===== src/shared/pm_pkg.sv =====
package pm_pkg;

    // Timing, in nanoseconds, and derived counts at the core clock rate
    localparam int unsigned CLK_PERIOD_NS   = 5;
    localparam int unsigned PME_SAMPLE_NS   = 100000;
    localparam int unsigned L0S_IDLE_NS     = 6000;
    localparam int unsigned L1_IDLE_NS      = 10000;
    localparam int unsigned PME_SAMPLE_CYC  = PME_SAMPLE_NS / CLK_PERIOD_NS;
    localparam int unsigned L0S_IDLE_CYC    =
        (L0S_IDLE_NS + CLK_PERIOD_NS - 1) / CLK_PERIOD_NS;
    localparam int unsigned L1_IDLE_CYC     =
        (L1_IDLE_NS + CLK_PERIOD_NS - 1) / CLK_PERIOD_NS;
    localparam int unsigned CNT_W           = 16;

    localparam int unsigned SEC_CLK_ALL_W   = 5;
    localparam int unsigned SEC_CLK_GATED_W = 4;

    // Device power state encoding
    localparam logic [1:0] DSTATE_D0        = 2'h0;
    localparam logic [1:0] DSTATE_HOT       = 2'h3;

    // Link power policy field
    localparam int unsigned POLICY_L0S_BIT  = 0;
    localparam int unsigned POLICY_L1_BIT   = 1;

    typedef enum logic [4:0] {
        LINK_L0    = 5'h01,
        LINK_L0S   = 5'h02,
        LINK_L1    = 5'h04,
        LINK_L23   = 5'h08,
        LINK_WAKE  = 5'h10
    } link_state_e;

    // Controls from configuration space
    typedef struct packed {
        logic [1:0] power_state;
        logic [1:0] link_power_policy_ctl;
        logic       secondary_clock_gate_enable;
        logic       turn_off_req;
    } pm_cfg_s;

    // Link handshake toward the physical layer
    typedef struct packed {
        logic       tx_pending;
        logic       link_in_l0;
        logic       msg_ready;
    } link_status_s;

    typedef struct packed {
        logic       req_l0;
        logic       req_l0s;
        logic       req_l1;
        logic       req_l23;
    } link_req_s;

endpackage


===== src/pm_event_saver.sv =====
// Contract
// - Send a PME message upstream when a power state change is requested; the code sends it only when secondary_pme_request_n is sampled low.
// - Never send PME while in the unpowered off state.
// - No beacon or sideband wake; PME travels only in-band.
// - PME goes as a posted TLP routed to the root complex.
// - Return the link to L0 before transmitting PME.
// - Sample secondary_pme_request_n every 100 microseconds.
// - In hot low-power, L0 only while sending PME or turn-off ack; the code also holds L0 while tx_pending is set.
// - In L2/L3 ready the PCI bus is down and PME is ignored.
// - Hot low-power: keep the fifth clock running, hold reset off, no bus cycles.
// - D0 with traffic or no policy: L0, all clocks running; the code stays in L0s if the policy is cleared there without traffic.
// - D0, L0s policy, idle: link L0s, clocks running.
// - D0, L1 policy, idle: link L1, core clock gated.
// - Hot low-power, no gating: L1, core clock gated, PCI clocks on.
// - Hot low-power with gating: L1, core and four PCI clocks gated.
// - Enter L0s after 6 us without transmit; leave on pending traffic.
// - Enter L1 after 10 us with nothing pending.
// - Entering hot low-power starts L1 entry on the upstream link.
`timescale 1ns/1ps
`default_nettype none
module pm_event_saver (
    input  wire logic                               sys_clk,
    input  wire logic                               nrst,
    input  wire pm_pkg::pm_cfg_s                    cfg,
    input  wire pm_pkg::link_status_s               link_st,
    input  wire logic                               secondary_pme_request_n,
    output pm_pkg::link_req_s                       link_req,
    output logic                                    pme_msg_valid,
    output logic                                    pme_ack_valid,
    output logic                                    core_clock_en,
    output logic [pm_pkg::SEC_CLK_ALL_W-1:0]        secondary_clock_en,
    output logic                                    secondary_bus_reset_n,
    output logic                                    secondary_bus_enable,
    output pm_pkg::link_state_e                     link_state
);
    pm_pkg::link_state_e state_r;
    pm_pkg::link_state_e state_nxt;

    logic                     pme_s1_r;
    logic                     pme_s2_r;
    logic                     pme_pend_r;
    logic                     ack_pend_r;
    logic                     sample_tick;
    logic [pm_pkg::CNT_W-1:0] idle_cnt_r;
    logic                     in_d0;
    logic                     in_hot;
    logic                     l0s_ok;
    logic                     l1_ok;
    logic                     gate_sec;
    logic                     need_l0;

    assign in_d0  = (cfg.power_state == pm_pkg::DSTATE_D0);
    assign in_hot = (cfg.power_state == pm_pkg::DSTATE_HOT);
    assign l0s_ok = cfg.link_power_policy_ctl[pm_pkg::POLICY_L0S_BIT];
    assign l1_ok  = cfg.link_power_policy_ctl[pm_pkg::POLICY_L1_BIT];

    pm_periodic_tick u_tick (
        .sys_clk (sys_clk),
        .nrst    (nrst),
        .tick    (sample_tick)
    );

    // Pin comes from the secondary bus, so synchronise first
    always_ff @(posedge sys_clk or negedge nrst) begin
        if (!nrst) begin
            pme_s1_r <= 1'b1;
            pme_s2_r <= 1'b1;
        end else begin
            pme_s1_r <= secondary_pme_request_n;
            pme_s2_r <= pme_s1_r;
        end
    end

    // latch request on sample; dropped in L2/L3 ready
    // off state has no supply, so nothing here runs there
    always_ff @(posedge sys_clk or negedge nrst) begin
        if (!nrst) begin
            pme_pend_r <= 1'b0;
        end else if (state_r == pm_pkg::LINK_L23) begin
            pme_pend_r <= 1'b0;
        end else if (sample_tick && !pme_s2_r) begin
            // Set wins over the clear below
            pme_pend_r <= 1'b1;
        end else if (pme_msg_valid && link_st.msg_ready) begin
            pme_pend_r <= 1'b0;
        end
    end

    always_ff @(posedge sys_clk or negedge nrst) begin
        if (!nrst) begin
            ack_pend_r <= 1'b0;
        end else if (state_r == pm_pkg::LINK_L23) begin
            // A held request cannot re-arm the ack while in L2/L3 ready
            ack_pend_r <= 1'b0;
        end else if (cfg.turn_off_req) begin
            ack_pend_r <= 1'b1;
        end else if (pme_ack_valid && link_st.msg_ready) begin
            ack_pend_r <= 1'b0;
        end
    end

    // idle time since last pending transmit
    always_ff @(posedge sys_clk or negedge nrst) begin
        if (!nrst) begin
            idle_cnt_r <= '0;
        end else if (need_l0 || !in_d0) begin
            // Messages count as traffic, so they restart the idle time
            idle_cnt_r <= '0;
        end else if (idle_cnt_r != {pm_pkg::CNT_W{1'b1}}) begin
            idle_cnt_r <= idle_cnt_r + 1'b1;
        end
    end

    assign need_l0 = pme_pend_r || ack_pend_r || link_st.tx_pending;

    always_comb begin
        state_nxt = state_r;
        unique case (state_r)
            pm_pkg::LINK_L0: begin
                if (ack_pend_r && pme_ack_valid && link_st.msg_ready) begin
                    state_nxt = pm_pkg::LINK_L23;
                end else if (need_l0) begin
                    state_nxt = pm_pkg::LINK_L0;
                end else if (in_hot) begin
                    state_nxt = pm_pkg::LINK_L1;
                end else if (l1_ok && idle_cnt_r >=
                             pm_pkg::CNT_W'(pm_pkg::L1_IDLE_CYC)) begin
                    state_nxt = pm_pkg::LINK_L1;
                end else if (l0s_ok && idle_cnt_r >=
                             pm_pkg::CNT_W'(pm_pkg::L0S_IDLE_CYC)) begin
                    state_nxt = pm_pkg::LINK_L0S;
                end
            end
            pm_pkg::LINK_L0S: begin
                // leave on pending; deepen to L1
                if (need_l0 || in_hot) begin
                    state_nxt = pm_pkg::LINK_WAKE;
                end else if (l1_ok && idle_cnt_r >=
                             pm_pkg::CNT_W'(pm_pkg::L1_IDLE_CYC)) begin
                    state_nxt = pm_pkg::LINK_L1;
                end
            end
            pm_pkg::LINK_L1: begin
                // wake the link for PME or ack
                if (need_l0 || (in_d0 && !l1_ok)) begin
                    state_nxt = pm_pkg::LINK_WAKE;
                end
            end
            pm_pkg::LINK_WAKE: begin
                // clocks already restored in this state
                if (link_st.link_in_l0) begin
                    state_nxt = pm_pkg::LINK_L0;
                end
            end
            pm_pkg::LINK_L23: begin
                if (in_d0) begin
                    state_nxt = pm_pkg::LINK_WAKE;
                end
            end
        endcase
    end

    always_ff @(posedge sys_clk or negedge nrst) begin
        if (!nrst) begin
            state_r <= pm_pkg::LINK_L0;
        end else begin
            state_r <= state_nxt;
        end
    end

    assign link_state = state_r;

    always_comb begin
        link_req.req_l0  = (state_r == pm_pkg::LINK_WAKE);
        link_req.req_l0s = (state_r == pm_pkg::LINK_L0S);
        link_req.req_l1  = (state_r == pm_pkg::LINK_L1);
        link_req.req_l23 = (state_r == pm_pkg::LINK_L23);
    end

    // posted PME only once the link is in L0; no sideband
    assign pme_msg_valid = pme_pend_r && state_r == pm_pkg::LINK_L0 &&
                           link_st.link_in_l0;
    // ack goes after any pending PME
    assign pme_ack_valid = ack_pend_r && !pme_pend_r &&
                           state_r == pm_pkg::LINK_L0 && link_st.link_in_l0;

    // low four PCI clocks gated only in hot state with gating enabled, while the link rests in L1
    assign gate_sec = in_hot && cfg.secondary_clock_gate_enable &&
                      state_r == pm_pkg::LINK_L1 && !need_l0;

    // Registered enables avoid glitches on the clock gate controls
    always_ff @(posedge sys_clk or negedge nrst) begin
        if (!nrst) begin
            core_clock_en      <= 1'b1;
            secondary_clock_en <= '1;
        end else begin
            // clocks back on as soon as the link leaves L1
            core_clock_en <= !(state_nxt == pm_pkg::LINK_L1 && !need_l0);
            // only the low four clocks are ever gated
            secondary_clock_en <= {1'b1,
                {pm_pkg::SEC_CLK_GATED_W{!gate_sec}}};
        end
    end

    // reset held off in hot state; bus idle in L2/L3 ready
    always_ff @(posedge sys_clk or negedge nrst) begin
        if (!nrst) begin
            secondary_bus_reset_n <= 1'b0;
            secondary_bus_enable  <= 1'b0;
        end else begin
            secondary_bus_reset_n <= 1'b1;
            secondary_bus_enable  <= in_d0 && core_clock_en &&
                                     state_r != pm_pkg::LINK_L23;
        end
    end
endmodule
`default_nettype wire


===== src/pm_periodic_tick.sv =====
`timescale 1ns/1ps
`default_nettype none
module pm_periodic_tick (
    input  wire logic sys_clk,
    input  wire logic nrst,
    output logic      tick
);
    logic [pm_pkg::CNT_W-1:0] cnt_r;
    localparam logic [pm_pkg::CNT_W-1:0] LAST =
        pm_pkg::CNT_W'(pm_pkg::PME_SAMPLE_CYC - 1);

    always_ff @(posedge sys_clk or negedge nrst) begin
        if (!nrst) begin
            cnt_r <= '0;
        end else if (cnt_r == LAST) begin
            cnt_r <= '0;
        end else begin
            cnt_r <= cnt_r + 1'b1;
        end
    end

    assign tick = (cnt_r == LAST);
endmodule
`default_nettype wire


===== config.mk =====
export PLATFORM = sky130hd
export DESIGN_NAME = pm_event_saver
export DESIGN_NICKNAME = d
export VERILOG_FILES = /design/src/shared/pm_pkg.sv /design/src/pm_event_saver.sv /design/src/pm_periodic_tick.sv
export SDC_FILE = /design/constraint.sdc
export NUM_CORES = 1
export LEC_CHECK = 0
export BUFFER_PORTS_ARGS = -buffer_cell sky130_fd_sc_hd__buf_2
export CAP_MARGIN = 20
export CORE_ASPECT_RATIO = 0.75
export CORE_MARGIN = 8
export CORE_UTILIZATION = 35
export CTS_CLUSTER_SIZE = 20
export DETAILED_ROUTE_END_ITERATION = 16
export HOLD_SLACK_MARGIN = 0.15
export PLACE_DENSITY = 0.5
export SYNTH_ARGS = -nofsm -noshare
export SYNTH_HDL_FRONTEND = slang
export SYNTH_SLANG_ARGS = --single-unit

===== constraint.sdc =====
create_clock -name sys_clk -period 4 [get_ports sys_clk]
set_clock_uncertainty 0.15 [all_clocks]
set_input_delay 0.4 -clock sys_clk [delete_from_list [all_inputs] [get_ports sys_clk]]
set_output_delay 0.4 -clock sys_clk [all_outputs]
set_load 0.05 [all_outputs]

After elaboration in Yosys (flattened, before gate mapping)
Cells that the tools add are included.

word-level totals
  bits of input ports = 12
  flip-flop bits (word level) = 45
  output and inout bits = 19
  word-level logic and storage cells = 80

operators by class
  eq/ne operators = 10
  muxes and demuxes = 20
  reductions and logical operators = 35
  $add $sub $neg = 2
  $lt $le $gt $ge = 2

operators by type and width
  kind                   count
  $mux 5                 10
  $mux 16                3
  $add 16x1->16 const B  2
  $ge 16x11->1 const B   2
  $pmux 5 s5             1
  $logic_and 1x1->1      19
  $eq 16x15->1 const B   1
  $ne 16x16->1 const B   1
  $eq 5x3->1 const B     2
  $logic_not 1->1        7
  $mux 1                 6
  $reduce_bool 3->1      2
  $eq 5x1->1 const B     1
  $eq 5x2->1 const B     1
  $eq 5x4->1 const B     1
  $eq 5x5->1 const B     1
  $logic_or 1x1->1       5
  $ne 5x4->1 const B     1
  $eq 2x2->1 const B     1
  $logic_not 2->1        1
  $reduce_bool 2->1      1

Logic depth before layout (Yosys ltp)
Gate-level depths: netlist of the first run.

  word-level depth = 11
  gate-level depth with buffers = 7
  gate-level depth less buffers = 7

Cells and area by module
A second synthesis of the first run with hierarchy kept.

second synthesis, totals
  cell total of the unflattened synthesis = 249
  area, all modules = 2,376.0 um2

modules (own cells, without submodules)
  module            area an instance (um2)  sequential area each (um2)  cells an instance  times used
  pm_event_saver    1,622.8                 732.0                       181                1
  pm_periodic_tick  753.2                   400.4                       68                 1

Least setup slack after synthesis of the first run
OpenSTA, ideal clock, no wires.

  path type = register to register
  from = reg state_r[1], in the netlist link_state[1]
  to = reg core_clock_en
  period minus slack after synthesis = 2.477 ns
  cell stages (with the launch flop) = 8
  library setup time = 0.094 ns
  slack = 1.523 ns
  buffers on the path = 1
  arrival time = 2.233 ns
  required time = 3.756 ns
  cell sequence = dfrtp_1 nor3_1 and3b_1 buf_2 nor2b_1 o22a_1 o221ai_1 or4_1

RTL lines
  element                 line                   source
  start, declared         pm_event_saver.sv:36   pm_pkg::link_state_e state_r;
  start signal, assigned  pm_event_saver.sv:165  state_r <= pm_pkg::LINK_L0;
  start signal, assigned  pm_event_saver.sv:167  state_r <= state_nxt;
  end signal, assigned    pm_event_saver.sv:198  core_clock_en <= !(state_nxt == pm_pkg::LINK_L1 && !need_l0);
  end, declared           pm_event_saver.sv:30   output logic core_clock_en,

Final worst setup path of the first run
  from = reg state_r[3], in the netlist link_state[3]
  to = reg core_clock_en

between the ends
  word-level cells in the longest chain between the ends = 10
  elaborated cells on any way between the ends = 23
  those cells by class = 6 x eq/ne; 11 x mux; 6 x reduce/logical

RTL lines
  element                         line                                          source
  $eq 5x1->1                      pm_event_saver.sv:118, pm_event_saver.sv:185
  $logic_and 1x1->1               pm_event_saver.sv:184                         assign pme_ack_valid = ack_pend_r && !pme_pend_r &&
  $logic_and 1x1->1               pm_event_saver.sv:185                         state_r == pm_pkg::LINK_L0 && link_st.link_in_l0;
  $logic_and 1x1->1 (2 in a row)  pm_event_saver.sv:120                         if (ack_pend_r && pme_ack_valid && link_st.msg_ready) begin
  $mux 5                          pm_event_saver.sv:120
  $pmux 5 s5 *                    pm_event_saver.sv:118                         unique case (state_r)
  $eq 5x3->1 *                    pm_event_saver.sv:198
  $logic_and 1x1->1 *             pm_event_saver.sv:198
  $logic_not 1->1 *               pm_event_saver.sv:198

Mark *: on every way between the ends. The rest lies on a longest branch, timed or not.
A chain may end at the register's enable or synchronous reset.

==> results of run 1 <==
-- layout make-up --
cell class | count | area share (%)
well taps | 84 | 3.87
clock buffers | 5 | 2.53
flip-flops and latches | 45 | 41.7
repair buffers | 33 | 7.19
inverters | 11 | 1.52
clock inverters | 3 | 0.922
multi-input cells | 186 | 42.3
-- what timing repair did --
action,in CTS,in global routing
hold endpoints to repair,2,17
hold buffers,2,1
setup buffers,0,0
-- flip-flops by register name, summed over array words and instances (netlist names) --
signal / cells
secondary_clock_en: 1
u_tick.cnt_r: 16
core_clock_en: 1
secondary_bus_enable: 1
idle_cnt_r: 16
pme_s2_r: 1
pme_s1_r: 1
secondary_bus_reset_n: 1
link_state: 5
pme_pend_r: 1
ack_pend_r: 1
-- power groups by stage --
stage / clock [mW] / sequential [mW] / combinational (mW)
floorplan: 0 / 0.494 / 0.0422
global placement: 0 / 0.481 / 0.0881
detailed placement: 0 / 0.482 / 0.0873
CTS: 0.308 / 0.473 / 0.0889
global route: 0.330 / 0.475 / 0.0997
finish: 0.292 / 0.473 / 0.0910
-- worst max-delay path by stage --
stage,start,endpoint,slack (ns),cells after the start
6_report,link_state[3]$_DFF_PN0_,core_clock_en$_DFF_PN1_,1.69,6
5_1_grt,u_tick.cnt_r[0]$_DFF_PN0_,u_tick.cnt_r[11]$_DFF_PN0_,1.53,7
4_1_cts,link_state[3]$_DFF_PN0_,core_clock_en$_DFF_PN1_,1.71,6
3_5_place_dp,link_state[2]$_DFF_PN0_,core_clock_en$_DFF_PN1_,1.74,6
3_3_place_gp,link_st[2],core_clock_en$_DFF_PN1_,1.73,7
2_1_floorplan,link_state[1]$_DFF_PN0_,core_clock_en$_DFF_PN1_,1.52,7
-- cell families after synthesis --
family	Yosys count
AND/OR/NAND/NOR	122
flip-flops	45
AO/OA/AOI/OAI	33
XOR/XNOR	25
buffers and inverters	17
adder cells (fa/ha/maj)	3
other	1
multiplexers	1
-- through the flow --
stage	setup slack [ns]	util, %	hold slack, ns
floorplan	1.52	-	-0.0456
global placement	1.73	38.6	0.209
detailed placement	1.74	38.6	0.208
CTS	1.71	40.3	0.159
global route	1.53	40.7	0.169
finish	1.69	40.7	0.177
-- critical path, delay by kind of cell (launching register included) --
family,cells,cell delay [ns]
and+or+nand+nor,5,1.34
DFF,1,0.47
AOI/OAI and AO/OA,1,0.27
-- layer usage --
layer | GRT usage (%) | vias to the layer above
li1 | - | 919
met1 | 15.7 | 868
met2 | 15.8 | 40
met3 | 3.44 | 2
met4 | 1.83 | 0
met5 | 0 | -
-- synthesized netlist by cell type (3+ instances only) --
master   number
a21oi_1       5
a31oi_1       3
and2_1        3
and3_1        6
and3b_1       3
buf_4         4
dfrtp_1      40
dfstp_2       5
ha_1          3
inv_1        11
nand2_1      24
nand3_1      14
nand4_1       4
nor2_1       39
nor3_1        5
o21ai_0      10
or3_1         5
xnor2_1       9
xor2_1       16
==> results.md, run 1 <==
* Outcome: finished, final reports clean
* Slowest stage delay, CP at 0.47 ns
* Power Total at 0.856 mW
* Design Area, Final at 2720 um^2
* Synth area leader: dfrtp_1
* Vias at 1829
* # IOs at 31
* Worst EP required at 4.05 ns
* FF+latch count, synth at 45
* Distinct cells, synth at 50
* Register share of total power at 55.2%
* EDFF count, synth at 0
* Critical R2R Capture: core_clock_en$_DFF_PN1_
* Multi-input gate area at 1150 um^2
* Metal2 WL at about 2100 um
* Worst Hold End: ack_pend_r$_DFFE_PN0P_
* 1st-pass router iterations at 6
* Synth Cell Area at 2360 um^2
* Antenna Nets Post-Route at 0
* Comb power frac at 10.6%
* Simple-gate share of the synthesized area at 27.3%
* DR top layer: met4
* HPWL Detailed at 3690 um
* Commonest non-fill, non-tap cell in the layout: dfrtp_1
* Worst Hold Launch: cfg[0]
* Power density over cell area at 315 nW/um^2
* GRT Resource Usage Total at a little over a tenth
* Die area at 9640 um^2
* Worst-path clk slew at about 0.10 ns
* Commonest cells after routing, fill and taps aside: 40 x dfrtp_1, 39 x nor2_1, 29 x buf_2
* P_leak at 1.21 nW
* Critical path class: flip-flop to flip-flop
* WP data arrival at between 2 and 2.5 ns
* TritonCTS buffer count at 5
* Worst-Margin Slew at 0.681 ns
* WL/cell at about 14 um
* Clock power share at 34.1%
* Met3 wire len at 249 um
* Layout Cells excl Fill at around 370
* Vias in the first global route at roughly 1800
* Period utilization at between 50 and 60%
* # rows at 26
* Fin nets at 297
* Reg2reg start: link_state[3]$_DFF_PN0_
* Max_cap viols at 0
* Xor and xnor area share after synthesis at 9.29%
* GP Congestion at 0.827
* Post-synthesis cell count at 247
* Count of input and output buffers at 29
* Synth Flop Type: dfrtp_1
* Worst hold-check path type: input pin to flip-flop
* Critical Path End Type: flip-flop
* TritonCTS clock tree: done
* Most area-consuming cells after synthesis: dfrtp_1 42%, nor2_1 6.2%, xor2_1 5.9%
* Slowest CP cell: dfrtp_1
* Layout cell share with drive strength beyond 1 at between 10% and 20%
* Ant. Diodes at 0
* Cells along the critical path: nor3_1 -> and4b_1 -> nand4b_1 -> nor4b_1 -> a211o_1 -> or4_1
* Synth warn at 0
* Syn_area_per_cell at 9.54 um^2
* Critical path peak fanout at 8
* Post-CTS sizing at 0
* Setup-failing EPs final at 0
* Asr flop ratio synth at 100%
* First-pass GRT wire length at 8870 um
* Hold Violations, Final at 0
* Post-Place Cells at 355
* Longest Clk Path Bufs at 2
* Initial DRC count at 79
* P_int at ~0.6 mW
* Die W at 111 um
* RSZ-0062 raised after global routing: no
* Initial antenna violation count at 0
* DR vias/cell at 4.98
* Starting Density at between 30% and 40%
* Minimum clock period at 2.31 ns
* Sw frac at between 20% and 30%
* Crit start category: flip-flop
* Fill count at 661
* Main combinational cell family by area after synthesis: simple AND/OR/NAND/NOR gates
* Core Area at approximately 6700 um^2
* Flop2flop setup slack at 1.69 ns
* H-tree Lvls at 2
* Max Freq at 0.433 GHz
* Root buf cell: clkbuf_8
* Clock tree sinks at 45
* Worst hold path depth at 3
* Post-Route Setup TNS at 0 ns
* Post-synthesis compound-gate area fraction at approximately a tenth
* Worst slew margin at between 50 and 60%
* Largest net degree at the start of global routing at 46
* Psw at 0.238 mW
* Overall die height at between 80 and 90 um
* Max-slew violations at 0
* Register area at around 1100 um^2
* Seq/Total Area, Yosys at 48.1%
* R2r worst-path depth at 6
* Dpl cell area at roughly 2600 um^2
* Synth top area share at 42.5%
* Adder-cell share of the synthesized area at 1.59%
* Layout area overhead at 15.2%
* Detailed-routing wirelength on met1 at 2710 um
* Clk_lat worst skew at 0.29 ns
* Mux contribution to synthesized area at 0.425%
* Gr ovfl total at 0
* WL final at 5080 um
* DRC viols at 0
* VDD IR-drop max at between 0.1 and 0.15 mV
No activity file was read; power rests on OpenSTA's default activity.
==> run 2, diff against run 1 <==
Settings changed: PLACE_DENSITY 0.5 to 0.52.
Clock period 4 ns to 2 ns, I/O delays scaled along.
==> run 2 against run 1 <==
  * The flow now finishes with violations (negative setup slack)
  * Flip-flop and latch count unchanged
  * Final cell count is 17% higher
  * Utilization is 10 points higher
  * Cell area grew 25%
  * Critical path depth is 2 higher
  * Non-clock buffer count is 63 higher
  * Hold slack got worse by 0.0081 ns
  * Fmax grew 4.3%
  * Die area did not move
  * Global-route usage up 1.0 points
  * Clock power increased by 100%
  * Clock-buffer cell count did not move
  * Critical path type unchanged
==> results.md, run 2 (synthesis gave the netlist of run 1 again) <==
* Layout area overhead at 43.9%
* Worst hold-check path type: input pin to flip-flop
* Final setup margin at -0.214 ns (-1.91 ns)
* Outcome: finished with violations
* Setup-failing EPs final at 6 (+6)
* Layout cell share with drive strength beyond 1 at 39.0% (+21 points)
* Max_cap viols at 0 (unchanged)
* Commonest non-fill, non-tap cell in the layout: buf_4
* Minimum clock period at 2.21 ns (-0.0946 ns)
* GP Congestion at 0.861 (+4.1%)
* Critical Path End Type: flip-flop
* HPWL Detailed at 4150 um (+13%)
* Layout Cells excl Fill at 430 (+17%)
* Power Total at 1.82 mW (+110%)
* Core Area at 6670 um^2 (unchanged)
* WL final at 5770 um (+14%)
* Vias at 2079 (+14%)
* # IOs at 31 (unchanged)
* Power density over cell area at 537 nW/um^2 (+70%)
* Clock tree sinks at 45 (unchanged)
* GRT Resource Usage Total at 12.0% (+1.0 points)
* Fill count at 620 (-6.2%)
* Worst slew margin at 61.8% (+7.3 points)
* Starting Density at 35.3% (unchanged)
* Max-slew violations at 0 (unchanged)
* Commonest cells after routing, fill and taps aside: 56 x buf_4, 36 x nor2_1, 36 x dfrtp_1
* First-pass GRT wire length at 9670 um (+8.9%)
* Gr ovfl total at 0 (unchanged)
* Worst EP required at 2.07 ns (-1.98 ns)
* Worst Hold Launch: cfg[5]
* Max Freq at 0.452 GHz (+4.3%)
* Worst slack at placement at -0.228 ns (-1.96 ns)
* Critical path class: flip-flop to flip-flop
* Period utilization at 111% (+53 points)
* Failing checks: negative setup slack
* WL/cell at 13.4 um (-3.1%)
* Clk_lat worst skew at 0.30 ns (about the same)
* Initial DRC count at 80 (+1.3%)
* Slowest stage delay, CP at 0.64 ns (+0.17 ns)
* Reg2reg start: link_state[0]$_DFF_PN1_
* Crit start category: flip-flop
* Worst-path clk slew at 0.09 ns (about the same)
* WP data arrival at 2.29 ns (-0.07 ns)
* DRC viols at 0 (unchanged)
* Longest Clk Path Bufs at 2 (unchanged)
* P_leak at 1.54 nW (+27%)
* # rows at 26 (unchanged)
* 1st-pass router iterations at 4 (-2)
* Die W at 111 um (unchanged)
* Ant. Diodes at 0 (unchanged)
* RSZ-0062 raised after global routing: yes
* Fin nets at 360 (+21%)
* Cells along the critical path: buf_12 -> nor3_4 -> nand3b_1 -> clkinvlp_4 -> a22oi_2 -> o211ai_1 -> a31o_1 -> or4_1
* Count of input and output buffers at 29 (unchanged)
* VDD IR-drop max at 0.351 mV (+170%)
* Vias in the first global route at 2060 (+15%)
* Largest net degree at the start of global routing at 46 (unchanged)
* TritonCTS clock tree: done
* Dpl cell area at 3010 um^2 (+17%)
* Hold Violations, Final at 0 (unchanged)
* H-tree Lvls at 2 (unchanged)
* Worst-Margin Slew at 0.573 ns (-0.107 ns)
* Root buf cell: clkbuf_8
* Multi-input gate area at 1280 um^2 (+12%)
* Register area at 1140 um^2 (+0.77%)
* Slowest CP cell: dfstp_4
* Die area at 9640 um^2 (unchanged)
* Overall die height at 87.1 um (unchanged)
* Worst setup path start: link_state[0]$_DFF_PN1_
* TritonCTS buffer count at 5 (unchanged)
* DR vias/cell at 4.83 (-3.0%)
* Design Area, Final at 3390 um^2 (+25%)
* Initial antenna violation count at 0 (unchanged)
* Critical path peak fanout at 7 (-1)
* Post-Place Cells at 410 (+15%)
* Antenna Nets Post-Route at 0 (unchanged)
run 2: cell count changes in the layout (fill, tap and decap cells not counted), sizes merged:
| cell | before | now |
|---|---|---|
| dlygate4sd3 | 3 | 7 |
| inv | 12 | 11 |
| clkinvlp | 1 | 2 |
| buf | 30 | 89 |
run 2: final timing paths:
path	endpoint	cells past startpoint	slack (ns)
max	core_clock_en$_DFF_PN1_	8	-0.21
min	secondary_bus_enable$_DFF_PN0_	3	0.17
max reg2reg	core_clock_en$_DFF_PN1_	8	-0.21
min reg2reg	pme_s2_r$_DFF_PN1_	0	0.21
max in group asynchronous	link_state[1]$_DFF_PN0_	3	0.92
min in group asynchronous	idle_cnt_r[6]$_DFFE_PN0P_	3	0.35
run 2: area by class of cell:
cell class                 count  share of cell area [%]
clock buffer                   5                    2.03
clock inverter                 3                   0.738
inverter                      11                    1.33
multi-input combinational    186                    37.8
sequential                    45                    33.7
tap                           84                    3.10
timing repair buffer          96                    21.4
run 2: metrics by stage:
step | setup TNS, ns | utilization [%] | hold WS (ns)
after floorplan | -0.351 | - | -0.246
after global placement | -0.236 | 45.2 | 0.156
after detailed placement | -0.286 | 45.2 | 0.157
after CTS | -0.425 | 49.3 | 0.152
after global routing | -1.59 | 50.8 | 0.171
final | -0.537 | 50.8 | 0.169
run 2: layer usage:
metal	GRT usage (%)	part of all wire (%)	wire length (um)
met5	0	0	0
met1	16.0	52	3030
met3	3.17	4.2	245
met4	3.18	1.3	75
met2	18.7	42	2420
run 2: critical path: cells and delay by family, from the launching register on:
kind,cells,cell delay [ns]
AO/OA/AOI/OAI,3,0.48
buffers and inverters,2,0.25
flip-flops,1,0.64
AND/OR/NAND/NOR,3,0.62
run 2: power breakdown:
part	internal [mW]	switching [mW]	total, mW
Clock	0.253	0.341	0.594
Sequential	0.929	0.00995	0.939
Combinational	0.128	0.160	0.289
Total	1.31	0.511	1.82
run 2: repair_timing:
| action | CTS | global route |
|---|---|---|
| endpoints found under the hold margin | 46 | 0 |
| setup buffers | 3 | 4 |
| endpoints found under the setup margin | 10 | 20 |
| resized for setup | 22 | 19 |
| pin swaps | 10 | 7 |
| hold buffers | 7 | 0 |
